$ cat src/logic/serial_dma_pkg.sv
package serial_dma_pkg;

    // ****************************************
    // Sizes
    // ****************************************
    localparam int NUM_CHAN  = 14;
    localparam int CHAN_BITS = 4;
    localparam int ADDR_W    = 32;
    localparam int DATA_W    = 32;
    localparam int FC_W      = 4;
    localparam int ID_W      = 3;

    // ****************************************
    // Register offsets
    // ****************************************
    localparam logic [3:0] CONFIG_OFS = 4'h0;
    localparam logic [3:0] STATUS_OFS = 4'h4;
    localparam logic [3:0] ERRADR_OFS = 4'h8;
    localparam logic [3:0] MODCFG_OFS = 4'hC;

    // ****************************************
    // Field positions and reset values
    // ****************************************
    localparam int FRZ_LSB     = 13;
    localparam int MASK_LSB    = 8;
    localparam int SAID_LSB    = 4;
    localparam int BERR_BIT    = 1;
    localparam int BCLR_EN_BIT = 0;
    localparam int THR_LSB     = 4;
    localparam int CPRST_BIT   = 8;
    localparam logic [15:0] CONFIG_RST = 16'h0000;
    localparam logic [1:0] FRZ_STOP    = 2'h2;

    // ****************************************
    // Operand sizes and port widths
    // ****************************************
    localparam logic [1:0] SZ_BYTE = 2'h0;
    localparam logic [1:0] SZ_WORD = 2'h1;
    localparam logic [1:0] SZ_LONG = 2'h2;
    localparam logic [1:0] PORT_32 = 2'h0;
    localparam logic [1:0] PORT_16 = 2'h1;
    localparam logic [1:0] PORT_8  = 2'h2;

    // ****************************************
    // Sequencer states, Gray from idle through request to transfer
    // ****************************************
    typedef enum logic [2:0] {
        ST_IDLE  = 3'h0,
        ST_REQ   = 3'h1,
        ST_XFER  = 3'h3,
        ST_YIELD = 3'h2,
        ST_HALT  = 3'h6
    } state_type;

endpackage

$ cat src/logic/serial_dma_bus_master.sv
// The implementer's own choices: strobed register access and the register offsets.
`timescale 1ns/1ps
module serial_dma_bus_master #(
    parameter logic [13:0] RX_MASK = 14'h1555
) (
    input  wire logic                                                 i_clk,
    input  wire logic                                                 i_nrst,
    input  wire logic [serial_dma_pkg::NUM_CHAN-1:0]                  i_chan_req,
    input  wire logic [serial_dma_pkg::NUM_CHAN*serial_dma_pkg::ADDR_W-1:0] i_chan_addr,
    input  wire logic [serial_dma_pkg::NUM_CHAN*serial_dma_pkg::DATA_W-1:0] i_chan_wdata,
    input  wire logic [serial_dma_pkg::NUM_CHAN*2-1:0]                i_chan_size,
    input  wire logic [serial_dma_pkg::NUM_CHAN*serial_dma_pkg::FC_W-1:0]   i_chan_fc,
    input  wire logic [serial_dma_pkg::NUM_CHAN-1:0]                  i_chan_le,
    input  wire logic [serial_dma_pkg::NUM_CHAN-1:0]                  i_chan_ext,
    output logic      [serial_dma_pkg::NUM_CHAN-1:0]                  o_chan_done,
    output logic      [serial_dma_pkg::DATA_W-1:0]                    o_chan_rdata,
    output logic                                                      o_int_req,
    output logic                                                      o_ext_req,
    output logic      [serial_dma_pkg::ID_W-1:0]                      o_arb_id,
    input  wire logic                                                 i_bus_grant,
    input  wire logic                                                 i_other_req,
    input  wire logic [serial_dma_pkg::ID_W-1:0]                      i_other_id,
    input  wire logic                                                 i_master_mode,
    input  wire logic                                                 i_show_cycles,
    output logic                                                      o_cyc,
    output logic                                                      o_ext_visible,
    output logic                                                      o_we,
    output logic      [serial_dma_pkg::ADDR_W-1:0]                    o_addr,
    output logic      [serial_dma_pkg::DATA_W-1:0]                    o_wdata,
    output logic      [1:0]                                           o_size,
    output logic      [serial_dma_pkg::FC_W-1:0]                      o_fc,
    input  wire logic [serial_dma_pkg::DATA_W-1:0]                    i_rdata,
    input  wire logic [1:0]                                           i_port_size,
    input  wire logic                                                 i_cyc_ack,
    input  wire logic                                                 i_bus_err,
    input  wire logic [2:0]                                           i_service_level,
    input  wire logic                                                 i_freeze,
    input  wire logic                                                 i_bclr_pin_en,
    output logic                                                      o_bus_clear,
    output logic                                                      o_halted,
    input  wire logic [3:0]                                           i_reg_addr,
    input  wire logic [31:0]                                          i_reg_wdata,
    input  wire logic                                                 i_reg_wr,
    input  wire logic                                                 i_reg_rd,
    output logic      [31:0]                                          o_reg_rdata
);
    import serial_dma_pkg::*;

    // ****************************************
    // State
    // ****************************************
    typedef struct packed {
        state_type              state;
        logic [CHAN_BITS-1:0]   chan;
        logic [ADDR_W-1:0]      addr;
        logic [DATA_W-1:0]      data;
        logic [2:0]             rem;
        logic [1:0]             size;
        logic                   we;
        logic                   le;
        logic                   ext;
        logic [FC_W-1:0]        fc;
        logic [15:0]            config_reg;
        logic                   bclr_en;
        logic [ID_W-1:0]        bclr_thr;
        logic                   berr;
        logic [ADDR_W-1:0]      err_addr;
        logic [NUM_CHAN-1:0]    done;
        logic [DATA_W-1:0]      rdata_out;
        logic                   bclr;
        logic [31:0]            reg_rdata;
        logic                   int_req;
        logic                   ext_req;
        logic                   cyc;
        logic                   vis;
        logic                   halted;
        logic [ID_W-1:0]        arb_id;
    } regs_type;

    regs_type r;
    regs_type next_r;

    // ****************************************
    // Per-channel descriptor unpacking
    // ****************************************
    logic [ADDR_W-1:0] ch_addr  [NUM_CHAN];
    logic [DATA_W-1:0] ch_wdata [NUM_CHAN];
    logic [1:0]        ch_size  [NUM_CHAN];
    logic [FC_W-1:0]   ch_fc    [NUM_CHAN];

    // Each channel has its own fixed direction and code
    genvar g;
    generate
        for (g = 0; g < NUM_CHAN; g++) begin : g_chan
            assign ch_addr[g]  = i_chan_addr[g*ADDR_W +: ADDR_W];
            assign ch_wdata[g] = i_chan_wdata[g*DATA_W +: DATA_W];
            assign ch_size[g]  = i_chan_size[g*2 +: 2];
            assign ch_fc[g]    = i_chan_fc[g*FC_W +: FC_W];
        end
    endgenerate

    // ****************************************
    // Helpers
    // ****************************************
    // Swap byte lanes for little-endian channels
    function automatic logic [31:0] swap32(input logic [31:0] d);
        swap32 = {d[7:0], d[15:8], d[23:16], d[31:24]};
    endfunction

    // Bytes carried by one cycle of the current port
    function automatic logic [2:0] port_bytes(input logic [1:0] ps);
        unique case (ps)
            PORT_16: port_bytes = 3'h2;
            PORT_8:  port_bytes = 3'h1;
            default: port_bytes = 3'h4;
        endcase
    endfunction

    // ****************************************
    // Combinational terms
    // ****************************************
    logic [ID_W-1:0] own_id;
    logic [2:0]      svc_mask;
    logic [1:0]      frz_sel;
    logic            frozen;
    logic            masked;
    logic            preempt;
    logic            blocked;
    logic            any_req;
    logic [CHAN_BITS-1:0] pick;
    logic [2:0]      nbytes;
    logic [5:0]      nbits;
    logic [31:0]     piece;
    logic [31:0]     acc;
    logic [2:0]      rem_after;

    // Fields of the shared configuration word
    assign own_id   = r.arb_id;
    assign svc_mask = r.config_reg[MASK_LSB +: 3];
    assign frz_sel  = r.config_reg[FRZ_LSB +: 2];
    assign frozen   = (frz_sel == FRZ_STOP) && i_freeze;
    assign masked   = i_service_level > svc_mask;
    // Higher ID wins; seven is top, zero bottom
    assign preempt  = i_other_req && (i_other_id > own_id);
    // Freeze or service mask holds the request low
    assign blocked  = frozen || masked;
    assign any_req = |i_chan_req;

    // Lowest-numbered requesting channel wins among the pool
    always_comb begin
        pick = '0;
        for (int k = NUM_CHAN - 1; k >= 0; k--) begin
            if (i_chan_req[k]) begin
                pick = CHAN_BITS'(k);
            end
        end
    end

    // Split the operand over narrow ports, most significant lanes first
    always_comb begin
        nbytes    = (port_bytes(i_port_size) < r.rem) ? port_bytes(i_port_size) : r.rem;
        nbits     = {nbytes, 3'h0};
        piece     = i_rdata >> (6'd32 - nbits);
        acc       = (nbytes == 3'h4) ? piece : ((r.data << nbits) | piece);
        rem_after = r.rem - nbytes;
    end

    // ****************************************
    // Next-state logic
    // ****************************************
    always_comb begin
        next_r      = r;
        next_r.done = '0;

        // Status bit clears on a one; hardware set below wins
        if (i_reg_wr && i_reg_addr == STATUS_OFS && i_reg_wdata[BERR_BIT]) begin
            next_r.berr = 1'b0;
        end
        // Config write keeps only the defined fields
        if (i_reg_wr && i_reg_addr == CONFIG_OFS) begin
            next_r.config_reg = i_reg_wdata[15:0] & 16'h6770;
        end
        // Module config: bus clear enable and threshold
        if (i_reg_wr && i_reg_addr == MODCFG_OFS) begin
            next_r.bclr_en  = i_reg_wdata[BCLR_EN_BIT];
            next_r.bclr_thr = i_reg_wdata[THR_LSB +: ID_W];
        end

        // Read data stands one cycle after the strobe
        next_r.reg_rdata = '0;
        if (i_reg_rd) begin
            unique case (i_reg_addr)
                CONFIG_OFS: next_r.reg_rdata = {16'h0000, r.config_reg};
                STATUS_OFS: next_r.reg_rdata = {30'h0, r.berr, 1'b0};
                ERRADR_OFS: next_r.reg_rdata = r.err_addr;
                MODCFG_OFS: next_r.reg_rdata = {23'h0, r.state == ST_HALT, 1'b0, r.bclr_thr, 3'h0, r.bclr_en};
                default:    next_r.reg_rdata = '0;
            endcase
        end

        unique case (r.state)
            ST_IDLE: begin
                // Latch the winning channel's descriptor
                if (any_req && !blocked) begin
                    next_r.chan  = pick;
                    next_r.addr  = ch_addr[pick];
                    next_r.we    = RX_MASK[pick];
                    next_r.le    = i_chan_le[pick];
                    next_r.ext   = i_chan_ext[pick];
                    next_r.fc    = ch_fc[pick];
                    // Receive writes only the characters it holds
                    next_r.size  = RX_MASK[pick] ? ch_size[pick] : SZ_LONG;
                    unique case (next_r.size)
                        SZ_BYTE: next_r.rem = 3'h1;
                        SZ_WORD: next_r.rem = 3'h2;
                        default: next_r.rem = 3'h4;
                    endcase
                    // Operand sits in the top lanes; only long operands are swapped for little endian
                    next_r.data  = (i_chan_le[pick] ? swap32(ch_wdata[pick]) : ch_wdata[pick])
                                   << (6'd32 - {next_r.rem, 3'h0});
                    if (i_chan_le[pick] && next_r.size != SZ_LONG) begin
                        next_r.data = ch_wdata[pick] << (6'd32 - {next_r.rem, 3'h0});
                    end
                    // Request goes out in the next cycle
                    next_r.state = ST_REQ;
                end
            end
            ST_REQ: begin
                // Grant comes from the shared arbiter; zero overhead when free
                if (blocked || preempt) begin
                    next_r.state = ST_YIELD;
                end else if (i_bus_grant) begin
                    next_r.state = ST_XFER;
                end
            end
            ST_XFER: begin
                // Error ends the operand and stops every channel
                if (i_bus_err) begin
                    next_r.berr     = 1'b1;
                    next_r.err_addr = r.addr;
                    next_r.state    = ST_HALT;
                end else if (i_cyc_ack) begin
                    // Advance by the bytes this cycle carried
                    next_r.addr = r.addr + {29'h0, nbytes};
                    next_r.rem  = rem_after;
                    next_r.data = r.we ? (r.data << nbits) : acc;
                    if (rem_after == 3'h0) begin
                        // One operand per tenure, then release
                        next_r.done[r.chan] = 1'b1;
                        next_r.rdata_out    = r.le ? swap32(acc) : acc;
                        next_r.state        = ST_IDLE;
                    end else if (preempt || blocked) begin
                        next_r.state = ST_YIELD;
                    end
                end
            end
            ST_YIELD: begin
                // Request dropped until the bus is ours to contest again
                if (!preempt && !blocked) begin
                    next_r.state = ST_REQ;
                end
            end
            ST_HALT: begin
                // Only a processor reset brings the channels back
                if (i_reg_wr && i_reg_addr == MODCFG_OFS && i_reg_wdata[CPRST_BIT]) begin
                    next_r.state = ST_IDLE;
                end
            end
            default: next_r.state = ST_IDLE;
        endcase

        // Bus clear: asserted while requesting, negated while accessing
        next_r.bclr = r.bclr_en && i_bclr_pin_en && (own_id > r.bclr_thr)
                      && (next_r.state == ST_REQ);

        // Slave mode forces the top ID; otherwise the programmed one
        next_r.arb_id  = i_master_mode ? next_r.config_reg[SAID_LSB +: ID_W] : {ID_W{1'b1}};
        // Output flags follow the next state, so each comes from a flop
        next_r.int_req = (next_r.state == ST_REQ) || (next_r.state == ST_XFER);
        next_r.ext_req = next_r.int_req && next_r.ext;
        next_r.cyc     = next_r.state == ST_XFER;
        next_r.vis     = next_r.cyc && (next_r.ext || i_show_cycles);
        next_r.halted  = next_r.state == ST_HALT;
    end

    // ****************************************
    // State register
    // ****************************************
    always_ff @(posedge i_clk) begin
        if (!i_nrst) begin
            r            <= '0;
            r.state      <= ST_IDLE;
            r.config_reg <= CONFIG_RST;
        end else begin
            r            <= next_r;
        end
    end

    // ****************************************
    // Outputs
    // ****************************************
    // Requests go to the internal arbiter; the external request is also raised for ext channels
    assign o_int_req     = r.int_req;
    assign o_ext_req     = r.ext_req;
    assign o_arb_id      = r.arb_id;
    assign o_cyc         = r.cyc;
    assign o_ext_visible = r.vis;

    // Bus cycle fields and status
    assign o_we          = r.we;
    assign o_addr        = r.addr;
    assign o_wdata       = r.data;
    assign o_size        = r.size;
    assign o_fc          = r.fc;
    assign o_chan_done   = r.done;
    assign o_chan_rdata  = r.rdata_out;
    assign o_bus_clear   = r.bclr;
    assign o_halted      = r.halted;
    assign o_reg_rdata   = r.reg_rdata;

endmodule

$ cat config.mk
export PLATFORM = sky130hd
export DESIGN_NAME = serial_dma_bus_master
export DESIGN_NICKNAME = d
export VERILOG_FILES = /design/src/logic/serial_dma_pkg.sv /design/src/logic/serial_dma_bus_master.sv
export SDC_FILE = /design/constraint.sdc
export NUM_CORES = 1
export LEC_CHECK = 0
export BUFFER_PORTS_ARGS = -buffer_cell sky130_fd_sc_hd__buf_2
export CORE_AREA = 2 2 496 498
export DETAILED_ROUTE_END_ITERATION = 8
export DIE_AREA = 0 0 498 500
export GPL_TIMING_DRIVEN = 0
export PLACE_DENSITY = 0.3
export SYNTH_ARGS = -nofsm -noshare
export SYNTH_HDL_FRONTEND = slang
export SYNTH_SLANG_ARGS = --single-unit
$ cat constraint.sdc
create_clock -name i_clk -period 13.6 [get_ports i_clk]
set_input_delay 2.04 -clock i_clk [delete_from_list [all_inputs] [get_ports i_clk]]
set_output_delay 2.04 -clock i_clk [all_outputs]
set_load 0.01 [all_outputs]
==> metrics.md <==
| Metric | Value |
|---|---|
| Status | `complete, but fails checks` |
| Failing checks | `max-capacitance violations, max-slew violations` |
| Fin crit period | `~8.2 ns` |
| Final WS setup | `between 5 and 6 ns` |
| Relative slew slack | `-0.01139` |
| R2R Path End | `o_chan_done[0]` |
| Power Dens Cells | `~96 mW/mm^2` |
| Synthesized flop and latch total | `215` |
| Crit Path Max Fanout | `11` |
| Hold buffers post-CTS | `0` |
| CTS tree | `yes` |
| Grt total ovfl | `0` |
| Die area | `0.2490 sq mm` |
| Share of layout cells above drive strength 1 | `0.3414` |
| Die Wd | `498 um` |
| CP delay by family, top | `simple AND/OR/NAND/NOR gates` |
| Cell Chain, Critical Path | `buf_2, inv_1, ha_1, ha_1, o21a_1, o21a_1, nor2_1, clkbuf_1, clkbuf_1, ha_1, inv_1, fa_1, xnor2_1, nor3b_1, nand3_1, or4_1, nor3_1` |
| Final Hold Viols | `0` |
| Worst-skew pair later-pin latency | `about 0.66 ns` |
| Worst setup EP type | `flip-flop` |
| Pre-antenna DRT Iters | `6` |
| Fillers | `just under 30000` |
| Initial Util | `0.08935` |
| Clk pin slew, worst setup/hold paths | `about 0.070 ns` |
| Syn_nets | `4624` |
| Multiplexer share of the synthesized area | `0.05456` |
| Hold crit path type | `reg2reg` |
| Routability cong. | `between 0.9 and 1` |
| Via density | `4.254` |
| Post-CTS Setup Bufs | `0` |
| Clock Skews | `~0.056 ns` |
| Final Cell Area | `between 0.03 and 0.04 sq mm` |
| Crit share post-route | `0.6034` |
| Hold path cells | `1` |
| Syn Area/Cell | `6.256 sq um` |
| Main combinational cell family by area after synthesis | `simple AND/OR/NAND/NOR gates` |
| Worst slew pin tran | `~1.5 ns` |
| Max incr delay on CP | `roughly 0.95 ns` |
| I/O pins | `roughly 1300` |
| Final slew viol count | `22` |
| Die height | `around 500 um` |
| Crit-path slowest cell | `nor3b_1` |
| WP data arrival | `a little under 9 ns` |
| DRC errors left | `0` |
| First-pass GRT wire length | `roughly 370 mm` |
| Startpoint types | `input port` |
| Commonest non-fill, non-tap cell in the layout | `buf_2` |
| Synth warnings | `0` |
| Xor-xnor portion of the synthesized cell area | `0.003611` |
| Row count | `between 150 and 200` |
| CP most frequent cell | `ha_1` |
| Sequential share of the synthesized area | `0.1971` |
| Vias in the first global route | `between 30000 and 40000` |
| Post-synth EDFFs | `0` |
| Final ANT Viol Nets | `0` |
| Reg2reg setup slack | `approximately 6.5 ns` |
| Max IR drop VDD | `approximately 87 uV` |
| Post-Synth Adder-Cell Area | `0.01444` |
| Compound-Gate Fraction of Synth Area | `0.2686` |
| Hold endpoint | `o_reg_rdata[19]` |
| RSZ-0062 raised after global routing | `false` |
| Async SR Flop Fraction | `0` |
| Vias | `34580` |
| Tot Pwr | `approximately 3.2 mW` |
| Most frequent cells in the layout | `buf_2 (1339), nand2_1 (1090), nand3_1 (264)` |
| Post-Place Setup Slack | `~4.5 ns` |
| Reg2Reg Depth | `16` |
| Number of clock sinks | `around 220` |
| Largest net degree at the start of global routing | `17` |
| Maxcap violations | `3` |
| Yosys top cell area share | `0.1971` |
| Worst hold start | `r[106]` |
| LEAKAGE | `~15 nW` |
| Crit path required time | `14.13 ns` |
| Cell taking the most area after synthesis | `dfxtp_1` |
| Launch point of the worst reg-to-reg path | `r[150]` |
| DRT iter0 DRCs | `between 3000 and 4000` |
| CP Class | `in2reg` |
| GRT Util Overall | `0.2318` |
| Hold Slack | `roughly 0.42 ns` |
| CTS root buffer | `clkbuf_16` |
| Initial antenna violation count | `193` |
| DPL Wire Length | `between 200 and 300 mm` |
| Register area | `between 0.004 and 0.005 sq mm` |
| Cells after Synth | `3490` |
| Detailed Route WL | `about 300 mm` |
| Synth area leaders | `dfxtp_1 (20%), nand2_1 (19%), nand3_1 (6.1%)` |
| Final setup fails | `0` |
| Simple-Gate Fraction of Synth Area | `0.3435` |
| Cts bufs inserted | `30` |
| Wirelength per Cell | `around 37 um` |
| Main synth FF type | `dfxtp_1` |
| Layout Nets | `~6000` |
| Area of the mapped netlist | `about 0.022 sq mm` |
| Worst Path Buf+Inv | `5` |
| CTS Buffer Depth | `3` |
| H-tree Lvls | `1` |
| CORE AREA | `0.2443 sq mm` |
| Placed cell areas | `0.03240 sq mm` |
| Setup TNS | `0 ns` |
| Highest Clock Rate | `around 120 MHz` |
| Resized cells post-CTS | `0` |
| IO buf count | `between 1000 and 1500` |
| Yosys cell types | `80` |
| Area of the multi-input gates | `between 0.015 and 0.02 sq mm` |
| Area Growth Syn to Fin | `54.37%` |
metal layers:
metal	GRT usage	vias up	routed length, um
li1	-	14930	-
met1	0.2732	17050	119700
met2	0.3972	2055	146600
met3	0.05040	448	21220
met4	0.1109	94	13790
met5	0	-	610
worst max-delay path by stage:
stage | startpoint | depth (start not counted) | slack, ns | end
2_1_floorplan | i_port_size[0] | 20 | 7.17 | o_wdata[29]
3_3_place_gp | i_chan_req[5] | 14 | 3.27 | o_addr[2]
3_5_place_dp | i_chan_req[3] | 14 | 4.50 | o_addr[25]
4_1_cts | i_chan_req[3] | 14 | 5.19 | o_addr[25]
5_1_grt | i_port_size[0] | 20 | 5.25 | o_wdata[26]
6_report | i_port_size[0] | 17 | 5.39 | o_chan_done[0]
cells by family after synthesis:
kind of cell	after synthesis
mux	110
compound gates	891
flops	215
simple gates	1747
fa+ha+maj	24
xor+xnor	9
buf+inv	494
Yosys cell counts (all sizes together), types with 6 or more instances:
cell type  number
a2bb2oi         7
a21o           11
o32ai           7
a211o           8
a221oi         23
o31ai           8
nand3b          9
and2           35
o211a           7
nand2        1091
nand4           6
nor3           49
or2             7
mux2i          92
a22oi          11
clkbuf        158
nand3         264
mux2           12
inv            39
a311oi         61
buf           296
o221ai         12
nand2b         11
o22a            9
a32o           14
and3           98
nor4           10
mux4            6
o21a           14
o211ai         36
a32oi          28
a31oi         113
ha             22
o21ai         150
o22ai          11
a211oi         68
dfxtp         215
nor2          143
a21oi         259
flip-flops by register name (all words and copies together) (netlist names):
name           count
r                 55
o_chan_rdata      32
o_halted           1
o_size             2
o_chan_done       14
o_arb_id           3
o_wdata           32
o_addr            32
o_fc               4
o_cyc              1
o_bus_clear        1
o_int_req          1
o_ext_visible      1
o_we               1
o_ext_req          1
o_reg_rdata       32
frz_sel            2
area by class of cell:
cell class              instances  share of cell area
clock inverters                17            0.005569
inverters                      40            0.004455
flip-flops and latches        215              0.1277
multi-input cells            2781              0.4468
repair buffers               1255              0.1903
plain buffers                 454             0.07277
well taps                    3220              0.1195
clock buffers                  39             0.02506
diodes                        106            0.007871
where the power goes:
| group | internal [mW] | leakage (nW) | switching [mW] |
|---|---|---|---|
| Clock | 0.481 | 0.506 | 0.377 |
| Sequential | 0.662 | 1.74 | 0.0792 |
| Combinational | 0.483 | 12.6 | 1.15 |
| Total | 1.63 | 14.8 | 1.60 |
metrics by stage:
step	util	instances
final	0.1379	8127
after global routing	0.1376	8097
after CTS	0.1368	8021
after detailed placement	0.1326	7965
after global placement	0.1312	7949
after floorplan	-	3490
Note: power is estimated with default switching activity, not from simulation.
